### src/shared/dom_pkg.sv
// Package for the diagnostic output multiplexer: fields, codes, reset values
package dom_pkg;
   // ****************************************
   // Configuration fields
   // ****************************************
   localparam int unsigned SEL_W        = 8;
   localparam int unsigned GRP_HI       = 6;
   localparam int unsigned GRP_LO       = 4;
   localparam int unsigned CHN_HI       = 3;
   localparam int unsigned CHN_LO       = 0;
   localparam int unsigned CFG_EN_BIT   = 7;
   localparam int unsigned CFG_SOUT_BIT = 6;
   localparam int unsigned MODE_HI      = 5;
   localparam int unsigned MODE_LO      = 4;
   localparam int unsigned LVL_BIT      = 3;
   localparam int unsigned ICON_HI      = 2;
   localparam int unsigned ICON_LO      = 0;
   localparam logic [7:0]  SEL_RST      = 8'h00;
   localparam logic [7:0]  CFG_RST      = 8'h00;
   localparam logic [7:0]  AN_SEL_MONBG = 8'h80;

   // ****************************************
   // Modes and groups
   // ****************************************
   typedef enum logic [1:0] {
      MODE_FORCED  = 2'b00,
      MODE_DIGITAL = 2'b01,
      MODE_ANALOG  = 2'b10,
      MODE_ICON    = 2'b11
   } dom_mode_e;

   localparam logic [2:0] GRP_SUPPLY = 3'h0;
   localparam logic [2:0] GRP_TIMING = 3'h1;
   localparam logic [2:0] GRP_POWER  = 3'h2;
   localparam logic [2:0] GRP_SENSOR = 3'h3;
   localparam logic [2:0] GRP_FACTORY = 3'h7;

   localparam logic [2:0] ICON_ERRTRIG = 3'h0;
   localparam logic [2:0] ICON_CSEL    = 3'h1;
   localparam logic [2:0] ICON_SDI     = 3'h2;
   localparam logic [2:0] ICON_SCLK    = 3'h3;

   // Group 001 channels that read back pins
   localparam logic [3:0] CHN_ERRTRIG_A   = 4'h9;
   localparam logic [3:0] CHN_CSEL        = 4'ha;
   localparam logic [3:0] CHN_SDI         = 4'hb;
   localparam logic [3:0] CHN_SCLK        = 4'hc;
   localparam logic [3:0] CHN_ERRTRIG_B   = 4'he;
   // Last live channel of group 011; the rest are reserved
   localparam logic [3:0] CHN_SENSOR_LAST = 4'h8;
endpackage : dom_pkg

### src/shared/dom_cfg_if.sv
// Interface carrying registered configuration to the output stage
`timescale 1ns/100ps
interface dom_cfg_if;
   logic       enable;
   logic [1:0] mode;
   logic [7:0] sel;
   logic       level;
   modport src (output enable, output mode, output sel, output level);
   modport dst (input enable, input mode, input sel, input level);
endinterface : dom_cfg_if

### src/core/dom_diag_mux.sv
// Diagnostic output multiplexer top
`timescale 1ns/100ps
module dom_diag_mux (
   // Clock and reset
   input  wire logic       core_clk,
   input  wire logic       rst_n,
   // Configuration write
   input  wire logic       cfgWe,
   input  wire logic [7:0] diagConfigIn,
   input  wire logic [7:0] diagSelectIn,
   // Internal digital sources, indexed by channel
   input  wire logic [15:0] grpSupply,
   input  wire logic [15:0] grpTiming,
   input  wire logic [15:0] grpPower,
   input  wire logic [15:0] grpSensor,
   input  wire logic        factoryTestFlag,
   // Pins sampled for readback
   input  wire logic       errorTriggerPin,
   input  wire logic       chipSelectPin,
   input  wire logic       serialInPin,
   input  wire logic       serialClkPin,
   // Diagnostic pin and analog selector
   output logic            diagOutputPin,
   output logic            diagOutputOe,
   output logic [7:0]      analogSelect,
   output logic            analogActive,
   // Serial data output override
   output logic            serialOutForce,
   output logic            serialOutValue,
   output logic            serialOutKeepDriven,
   // Configuration readback
   output logic [7:0]      diagConfigReg,
   output logic [7:0]      diagSelectField
);
   // ****************************************
   // Configuration registers
   // ****************************************
   dom_cfg_if cfg ();
   logic [7:0] pinSync;

   always_ff @(posedge core_clk or negedge rst_n) begin
      if (!rst_n) begin
         diagConfigReg   <= dom_pkg::CFG_RST;
         diagSelectField <= dom_pkg::SEL_RST;
      end else if (cfgWe) begin
         diagConfigReg   <= diagConfigIn;
         diagSelectField <= diagSelectIn;
      end
   end

   assign cfg.enable = diagConfigReg[dom_pkg::CFG_EN_BIT];
   assign cfg.mode   = diagConfigReg[dom_pkg::MODE_HI:dom_pkg::MODE_LO];
   assign cfg.sel    = diagSelectField;
   assign cfg.level  = diagConfigReg[dom_pkg::LVL_BIT];

   // Pins come from outside the clock domain
   dom_sync #(.W(8)) u_sync (
      .core_clk (core_clk),
      .rst_n    (rst_n),
      .din      ({4'h0, serialClkPin, serialInPin, chipSelectPin, errorTriggerPin}),
      .dout     (pinSync)
   );

   // ****************************************
   // Digital channel decode
   // ****************************************
   function automatic logic pick(input logic [15:0] v, input logic [3:0] ch);
      pick = (ch == 4'h0) ? 1'b0 : v[ch];
   endfunction : pick

   logic digBit;
   logic [3:0] chn;
   assign chn = cfg.sel[dom_pkg::CHN_HI:dom_pkg::CHN_LO];

   // Pin readbacks use the synchronised copies, never the raw pins
   logic timingBit;
   always_comb begin
      case (chn)
         dom_pkg::CHN_ERRTRIG_A: timingBit = pinSync[0];
         dom_pkg::CHN_ERRTRIG_B: timingBit = pinSync[0];
         dom_pkg::CHN_CSEL:      timingBit = pinSync[1];
         dom_pkg::CHN_SDI:       timingBit = pinSync[2];
         dom_pkg::CHN_SCLK:      timingBit = pinSync[3];
         default:                timingBit = pick(grpTiming, chn);
      endcase
   end

   always_comb begin
      unique case (cfg.sel[dom_pkg::GRP_HI:dom_pkg::GRP_LO])
         dom_pkg::GRP_SUPPLY: digBit = pick(grpSupply, chn);
         dom_pkg::GRP_TIMING: digBit = timingBit;
         dom_pkg::GRP_POWER:  digBit = pick(grpPower, chn);
         // Reserved sensor channels read low
         dom_pkg::GRP_SENSOR: digBit = (chn > dom_pkg::CHN_SENSOR_LAST)
                                       ? 1'b0 : pick(grpSensor, chn);
         dom_pkg::GRP_FACTORY: digBit = (chn == 4'h1) & factoryTestFlag;
         default: digBit = 1'b0;
      endcase
   end

   logic iconBit;
   always_comb begin
      unique case (diagConfigReg[dom_pkg::ICON_HI:dom_pkg::ICON_LO])
         dom_pkg::ICON_ERRTRIG: iconBit = pinSync[0];
         dom_pkg::ICON_CSEL:    iconBit = pinSync[1];
         dom_pkg::ICON_SDI:     iconBit = pinSync[2];
         dom_pkg::ICON_SCLK:    iconBit = pinSync[3];
         default:               iconBit = 1'b0;
      endcase
   end

   // ****************************************
   // Output stage
   // ****************************************
   // Everything registered, so a reselect never shows a transient source
   always_ff @(posedge core_clk or negedge rst_n) begin
      if (!rst_n) begin
         diagOutputPin <= 1'b0;
         diagOutputOe  <= 1'b0;
         analogSelect  <= 8'h00;
         analogActive  <= 1'b0;
      end else begin
         diagOutputOe <= cfg.enable && (cfg.mode != 2'(dom_pkg::MODE_ANALOG));
         analogActive <= cfg.enable && (cfg.mode == 2'(dom_pkg::MODE_ANALOG));
         analogSelect <= (cfg.enable && cfg.mode == 2'(dom_pkg::MODE_ANALOG))
                         ? cfg.sel : 8'h00;
         unique case (cfg.mode)
            dom_pkg::MODE_FORCED:  diagOutputPin <= cfg.level;
            dom_pkg::MODE_DIGITAL: diagOutputPin <= digBit;
            dom_pkg::MODE_ICON:    diagOutputPin <= iconBit;
            dom_pkg::MODE_ANALOG:  diagOutputPin <= 1'b0;
         endcase
      end
   end

   // Serial out check; the far side must hold select high
   always_ff @(posedge core_clk or negedge rst_n) begin
      if (!rst_n) begin
         serialOutForce      <= 1'b0;
         serialOutValue      <= 1'b0;
         serialOutKeepDriven <= 1'b0;
      end else begin
         serialOutForce <= cfg.enable && cfg.mode == 2'(dom_pkg::MODE_DIGITAL)
                           && pinSync[1];
         serialOutValue <= diagConfigReg[dom_pkg::CFG_SOUT_BIT];
         serialOutKeepDriven <= cfg.enable;
      end
   end

   // ****************************************
   // Assertions
   // ****************************************
   property p_tristate;
      @(posedge core_clk) disable iff (!rst_n)
      !cfg.enable |=> !diagOutputOe;
   endproperty
   a_tristate: assert property (p_tristate) else $error("pin driven while disabled");

   property p_forced;
      @(posedge core_clk) disable iff (!rst_n)
      (cfg.enable && cfg.mode == 2'b00) |=> (diagOutputPin == $past(cfg.level));
   endproperty
   a_forced: assert property (p_forced) else $error("forced level wrong");

   property p_chan0;
      @(posedge core_clk) disable iff (!rst_n)
      (cfg.mode == 2'b01 && chn == 4'h0) |=> !diagOutputPin;
   endproperty
   a_chan0: assert property (p_chan0) else $error("channel zero not low");

   property p_analog;
      @(posedge core_clk) disable iff (!rst_n)
      (cfg.enable && cfg.mode == 2'b10) |=> analogActive && analogSelect == $past(cfg.sel);
   endproperty
   a_analog: assert property (p_analog) else $error("analog select wrong");

   property p_keep;
      @(posedge core_clk) disable iff (!rst_n)
      cfg.enable |=> serialOutKeepDriven;
   endproperty
   a_keep: assert property (p_keep) else $error("serial out released");

   property p_sout;
      @(posedge core_clk) disable iff (!rst_n)
      serialOutForce |-> serialOutValue == $past(diagConfigReg[6]);
   endproperty
   a_sout: assert property (p_sout) else $error("serial out value wrong");

   property p_factory;
      @(posedge core_clk) disable iff (!rst_n)
      (cfg.mode == 2'b01 && cfg.sel[6:0] == 7'h71) |=> diagOutputPin == $past(factoryTestFlag);
   endproperty
   a_factory: assert property (p_factory) else $error("factory flag not routed");

   property p_update;
      @(posedge core_clk) disable iff (!rst_n)
      cfgWe |=> diagSelectField == $past(diagSelectIn);
   endproperty
   a_update: assert property (p_update) else $error("selection not updated");

   property p_errtrig;
      @(posedge core_clk) disable iff (!rst_n)
      (cfg.mode == 2'b01 && cfg.sel[6:0] == 7'h1e) |=> diagOutputPin == $past(pinSync[0]);
   endproperty
   a_errtrig: assert property (p_errtrig) else $error("trigger readback wrong");

   property p_icon;
      @(posedge core_clk) disable iff (!rst_n)
      (cfg.mode == 2'b11 && diagConfigReg[2:0] == 3'h3) |=> diagOutputPin == $past(pinSync[3]);
   endproperty
   a_icon: assert property (p_icon) else $error("interconnect pin wrong");

   property p_sensor_rsv;
      @(posedge core_clk) disable iff (!rst_n)
      (cfg.mode == 2'b01 && cfg.sel[6:4] == 3'h3 && chn > 4'h8) |=> !diagOutputPin;
   endproperty
   a_sensor_rsv: assert property (p_sensor_rsv) else $error("reserved channel not low");
endmodule : dom_diag_mux

### src/core/dom_sync.sv
// Two-flop synchroniser bank for pin and foreign-domain inputs
`timescale 1ns/100ps
module dom_sync #(
   parameter int unsigned W = 8
) (
   // Clock and reset
   input  wire logic         core_clk,
   input  wire logic         rst_n,
   // Data
   input  wire logic [W-1:0] din,
   output logic      [W-1:0] dout
);
   logic [W-1:0] meta_r;

   always_ff @(posedge core_clk or negedge rst_n) begin
      if (!rst_n) begin
         meta_r <= '0;
         dout   <= '0;
      end else begin
         meta_r <= din;
         dout   <= meta_r;
      end
   end
endmodule : dom_sync

### config.mk
export PLATFORM = sky130hd
export DESIGN_NAME = dom_diag_mux
export DESIGN_NICKNAME = d
export VERILOG_FILES = /design/src/shared/dom_pkg.sv /design/src/shared/dom_cfg_if.sv /design/src/core/dom_diag_mux.sv /design/src/core/dom_sync.sv
export SDC_FILE = /design/constraint.sdc
export NUM_CORES = 1
export LEC_CHECK = 0
export BUFFER_PORTS_ARGS = -buffer_cell sky130_fd_sc_hd__buf_2
export CAP_MARGIN = 20
export CORE_MARGIN = 2
export CORE_UTILIZATION = 40
export CTS_CLUSTER_SIZE = 16
export DETAILED_ROUTE_END_ITERATION = 8
export GPL_TIMING_DRIVEN = 0
export PLACE_DENSITY = 0.83
export SLEW_MARGIN = 20
export SYNTH_ARGS = -nofsm -noshare
export SYNTH_HDL_FRONTEND = slang
export SYNTH_SLANG_ARGS = --single-unit
### constraint.sdc
create_clock -name core_clk -period 2.95 [get_ports core_clk]
set_input_delay 0.1475 -clock core_clk [delete_from_list [all_inputs] [get_ports core_clk]]
set_output_delay 0.1475 -clock core_clk [all_outputs]
set_load 0.01 [all_outputs]
Word-level counts from Yosys, hierarchy flattened
Cells that the tools add are included.
{"block": "totals", "output_inout_bits": 30, "word_cells": 58, "inputBits": 88, "reg_bits": 38}
{"block": "op_classes", "order_cmp": 2, "n_mux": 18, "bitwise_logic": 1, "eq_ne": 17, "n_reduce_logical": 9}
{"cell": "$eq 4x4->1 const B", "count": 5}
{"cell": "$bmux 1 s4", "count": 4}
{"cell": "$eq 3x2->1 const B", "count": 4}
{"cell": "$pmux 1 s4", "count": 3}
{"cell": "$mux 1", "count": 9}
{"cell": "$mux 8", "count": 1}
{"cell": "$eq 3x1->1 const B", "count": 2}
{"cell": "$logic_not 3->1", "count": 2}
{"cell": "$lt 4x5->1 const B", "count": 1}
{"cell": "$pmux 1 s5", "count": 1}
{"cell": "$eq 2x2->1 const B", "count": 2}
{"cell": "$eq 4x1->1 const B", "count": 1}
{"cell": "$gt 4x4->1 const B", "count": 1}
{"cell": "$logic_and 1x1->1", "count": 4}
{"cell": "$logic_not 4->1", "count": 1}
{"cell": "$eq 3x3->1 const B", "count": 1}
{"cell": "$eq 2x1->1 const B", "count": 1}
{"cell": "$logic_not 2->1", "count": 1}
{"cell": "$ne 2x2->1 const B", "count": 1}
{"cell": "$reduce_or 2->1", "count": 1}
{"cell": "$and 1x1->1", "count": 1}

Longest topological paths before layout
{"block": "logic_depth", "word_depth": 6, "depth_mapped": 8, "depth_no_buf": 5}

By module
From an unflattened synthesis, not the netlist that was laid out.
{"block": "unflattened", "hier_cells": 173, "hier_area_um2": 2145.8}
{"mod": "dom_diag_mux", "cells_per_inst": 157, "n_inst": 1, "seq_area_each_um2": 750.7, "area_each_um2": 1745.4}
{"mod": "dom_sync", "cells_per_inst": 16, "n_inst": 1, "seq_area_each_um2": 400.4, "area_each_um2": 400.4}

Worst setup path after synthesis
Ideal clock, no wire load.
{"block": "synth_path", "kind": "reg-to-reg", "from": "reg diagSelectField[0]", "to": "reg diagOutputPin", "period_less_slack_ns": 1.863, "n_path_buf": 0, "setup_time_ns": 0.138, "t_arrival_ns": 1.724, "path_stages_with_launch": 6, "t_required_ns": 2.812, "setup_slack_ns": 1.087, "cell_sequence": "dfrtp_1 -> mux4_2 -> and3_1 -> or4_1 -> o211ai_1 -> a31oi_1"}
{"block": "synth_via", "elab_chain_len": 6, "elab_cells_between_ends": 26, "cone_classes": "order compare: 1; eq/ne: 6; mux: 16; bitwise: 1; reduce/logical: 2"}
{"item": "start: declaration", "line_no": "dom_diag_mux.sv:33", "text": "output logic [7:0] diagSelectField"}
{"item": "start signal: assignment", "line_no": "dom_diag_mux.sv:44", "text": "diagSelectField <= dom_pkg::SEL_RST;"}
{"item": "start signal: assignment", "line_no": "dom_diag_mux.sv:47", "text": "diagSelectField <= diagSelectIn;"}
{"item": "$bmux 1 s4", "line_no": "dom_diag_mux.sv:68", "text": "pick = (ch == 4'h0) ? 1'b0 : v[ch];"}
{"item": "$mux 1 (not written as such)", "line_no": "dom_diag_mux.sv:68"}
{"item": "$mux 1", "line_no": "dom_diag_mux.sv:68"}
{"item": "$pmux 1 s4 or $mux 1 (tied branches)", "line_no": "dom_diag_mux.sv:78, dom_diag_mux.sv:95"}
{"item": "$pmux 1 s5 *", "line_no": "dom_diag_mux.sv:89", "text": "unique case (cfg.sel[dom_pkg::GRP_HI:dom_pkg::GRP_LO])"}
{"item": "$pmux 1 s4 *", "line_no": "dom_diag_mux.sv:127", "text": "unique case (cfg.mode)"}
{"item": "end signal: assignment", "line_no": "dom_diag_mux.sv:128", "text": "dom_pkg::MODE_FORCED: diagOutputPin <= cfg.level;"}
{"item": "end signal: assignment", "line_no": "dom_diag_mux.sv:129", "text": "dom_pkg::MODE_DIGITAL: diagOutputPin <= digBit;"}
{"item": "end signal: assignment", "line_no": "dom_diag_mux.sv:130", "text": "dom_pkg::MODE_ICON: diagOutputPin <= iconBit;"}
{"item": "end: declaration", "line_no": "dom_diag_mux.sv:23", "text": "output logic diagOutputPin,"}
Mark *: on every way between the ends. The rest lies on a longest branch, timed or not. The select of a mux whose other input is x is not followed.
A chain may end at the register's enable or synchronous reset.

Worst setup path after layout
Same ends and word-level chain as after synthesis.

==> metrics.md <==
| Metric | Value |
|---|---|
| Status | `complete, no violations` |
| Antenna violations before repair | `0` |
| Dpl ws | `between 800 and 900 ps` |
| Hold Startpoint | `diagConfigIn[4]` |
| Synth area leader | `dfrtp_1` |
| Vias in the first global route | `1699` |
| FF-to-FF Start | `diagSelectField[0]$_DFFE_PN0P_` |
| Async SR Flop Fraction | `100.0%` |
| Fin nets | `371` |
| H-tree levels | `2` |
| Full die area | `~5400 µm²` |
| Peak VDD IR | `~0.00032 V` |
| Post-route ant nets | `0` |
| Yosys cell types | `36` |
| Inst Count DP | `~330` |
| # DRC | `0` |
| Synth Area in Compound Gates | `between 9 and 10%` |
| Routed vias | `roughly 1700` |
| RSZ-0062 raised after global routing | `false` |
| Antenna cells | `0` |
| Crit-path cells | `buf_4, buf_4, buf_2, mux2i_1, o32a_1, a21oi_1, a211oi_1, a31oi_1` |
| Element type at the critical path start | `flop` |
| Final WL | `slightly below 5000 µm` |
| Global route overflow | `0` |
| Reg-to-reg endpoint | `diagOutputPin$_DFF_PN0_` |
| R2R cell count | `8` |
| First-pass GRT wire length | `about 7500 µm` |
| Hold worst-path end | `diagConfigReg[4]$_DFFE_PN0P_` |
| Fmax | `approximately 0.48 GHz` |
| Reg clk slew, reported paths | `~80 ps` |
| Wire per inst | `~14 µm` |
| Crit-path leading delay family | `buffers and inverters` |
| Top-area cell type share of the netlist area | `around half` |
| Clk_skew | `8.982 ps` |
| Synth Area in Simple Gates | `between 10% and 20%` |
| R2R setup slack | `around 860 ps` |
| Crit Path Max Fanout | `10` |
| Worst Setup Path Type | `reg2reg` |
| Post-synth EDFFs | `0` |
| Finished Layout Cells | `between 300 and 400` |
| CP most frequent cell | `buf_4` |
| Crit. End Element | `flop` |
| Hold Path Depth | `3` |
| Most common cell after layout, fill and taps aside | `buf_2` |
| Vias per cell | `between 5 and 6` |
| Tot Pwr | `1.273 mW` |
| Final setup violation count | `0` |
| Boundary Pins | `118` |
| Seq/Total Area, Yosys | `between 40 and 50%` |
| Final TNS setup | `0 ps` |
| Worst-skew pair later-pin latency | `290 ps` |
| Largest net degree at the start of global routing | `39` |
| First-pass detailed-route iteration total | `4` |
| Bufs and invs on worst path | `3` |
| Relative slew slack | `between 40% and 50%` |
| Hold Crit Class | `in2reg` |
| Slowest stage delay, CP | `~400 ps` |
| Gr usage total | `between 10% and 20%` |
| 1st-iter DRT viols | `around 130` |
| Mux share of post-synthesis cell area | `24.03%` |
| Area contributors post-synth | `dfrtp_1 49%, mux2_2 11%, mux4_2 8.1%` |
| Maximum buffer depth of the clock tree | `2` |
| Detailed Place HPWL | `3828 µm` |
| Synthesized instance count | `~160` |
| Largest family of logic cells by synthesized area | `multiplexers` |
| Max-cap viol count | `0` |
| Die Wd | `73.68 µm` |
| CP arrival | `2250 ps` |
| Initial core utilization | `between 40 and 50%` |
| Post-Synth XOR/XNOR Area | `0%` |
| Worst Path Required | `between 3000 and 4000 ps` |
| Syn Area/Cell | `~12 µm²` |
| PD cells | `472.3 nW/µm²` |
| CTS Sinks | `38` |
| CTS tree | `done` |
| Routability cong. | `0.8780` |
| Mapped cell area | `between 1500 and 2000 µm²` |
| Ys flop type | `dfrtp_1` |
| Period utilisation layout | `70.73%` |
| Area of the core | `around 4700 µm²` |
| P_leak | `~1.3 nW` |
| Num rows | `25` |
| Syn nets | `about 250` |
| Pins Over Slew Limit | `0` |
| Adder-cell share of the synthesized area | `0%` |
| PnR worst setup slack | `between 800 and 900 ps` |
| Commonest cells after routing, fill and taps aside | `112 x buf_2, 38 x dfrtp_1, 19 x mux2_2` |
| Height of the die | `73.68 µm` |
| Root Driver | `clkbuf_8` |
| Hold Fails Final Rpt | `0` |
| Yosys warning count | `0` |
| TritonCTS buffer count | `5` |
| Share of layout cells above drive strength 1 | `a little over half` |
| Port-buffer cells | `approximately 110` |
| Register bit total from synthesis | `38` |
| Area Growth Syn to Fin | `38.79%` |
| Fillers | `around 420` |
| Max stage delay cell, worst path | `dfrtp_1` |
| Fin crit period | `about 2100 ps` |
| Worst-Margin Slew | `just over 800 ps` |
-- per-stage QoR --
stage	cell area, µm²	util [%]	hold slack (ps)
floorplan	1942	-	-148.1
global placement	2550	54.35	256.5
detailed placement	2550	54.35	256.8
CTS	2695	57.44	59.26
global route	2695	57.44	77.04
finish	2695	57.44	65.10
-- area by class of cell --
class	count	area, µm²	area share, %
clock buffers	6	82.58	3.064
well taps	54	67.56	2.507
inverters	4	15.01	0.5571
repair buffers	113	590.6	21.91
clock inverters	2	12.51	0.4643
plain buffers	12	57.56	2.136
multi-input cells	109	918.4	34.08
flip-flops and latches	38	950.9	35.28
-- kinds of logic after synthesis --
family / after synthesis
AND/OR/NAND/NOR: 47
AO/OA/AOI/OAI: 27
multiplexers: 35
buffers and inverters: 16
flip-flops: 38
-- worst max-delay path by stage --
stage,endpoint,cells past startpoint,start,slack (ps)
after floorplan,diagOutputPin$_DFF_PN0_,5,diagSelectField[0]$_DFFE_PN0P_,1090
after detailed placement,diagOutputPin$_DFF_PN0_,8,diagSelectField[0]$_DFFE_PN0P_,880
after global placement,diagOutputPin$_DFF_PN0_,8,diagSelectField[0]$_DFFE_PN0P_,870
final,diagOutputPin$_DFF_PN0_,8,diagSelectField[0]$_DFFE_PN0P_,860
after CTS,diagOutputPin$_DFF_PN0_,8,diagSelectField[0]$_DFFE_PN0P_,860
after global routing,diagOutputPin$_DFF_PN0_,8,diagSelectField[0]$_DFFE_PN0P_,700
-- tightest hold or removal path, cell delays in order --
cell and delay [ps]:
buf_2 70, nand2_1 40, o21ai_0 60
-- metal layers --
| layer | up-vias | wire, µm | GRT usage, % | share of wire (%) |
|---|---|---|---|---|
| met5 | - | 0 | 0 | 0 |
| met4 | 0 | 59 | 6.263 | 1.2 |
| met3 | 7 | 306 | 4.664 | 6.3 |
| met2 | 67 | 2498 | 28.87 | 51 |
| met1 | 827 | 2019 | 24.18 | 41 |
| li1 | 836 | - | - | - |
-- state kept, by name, summed over array words and instances, names as in the netlist --
| name | flops |
|---|---|
| analogSelect | 8 |
| serialOutForce | 1 |
| u_sync.dout | 4 |
| analogActive | 1 |
| diagOutputPin | 1 |
| diagConfigReg | 8 |
| serialOutValue | 1 |
| diagOutputOe | 1 |
| u_sync.meta_r | 4 |
| serialOutKeepDriven | 1 |
| diagSelectField | 8 |
-- cell usage after synthesis (5+ instances only) --
cell      number
mux2i_1        5
nor2b_1        5
nor2_1         5
nand2_1        9
mux2_2        19
dfrtp_1       38
a211oi_1       5
and2_1         8
o21ai_0        7
mux4_2         7
clkbuf_1       6
-- power breakdown --
part           switching, mW  internal [mW]
Sequential            0.0302          0.561
Combinational          0.149          0.167
Clock                  0.178          0.188
Total                  0.357          0.916
-- what timing repair did --
item,in CTS,in global routing
hold buffers,5,0
endpoints found under the hold margin,42,0
setup buffers,0,0
endpoints found under the setup margin,0,0
gates resized for setup,0,0
No activity file was read; power rests on OpenSTA's default activity.
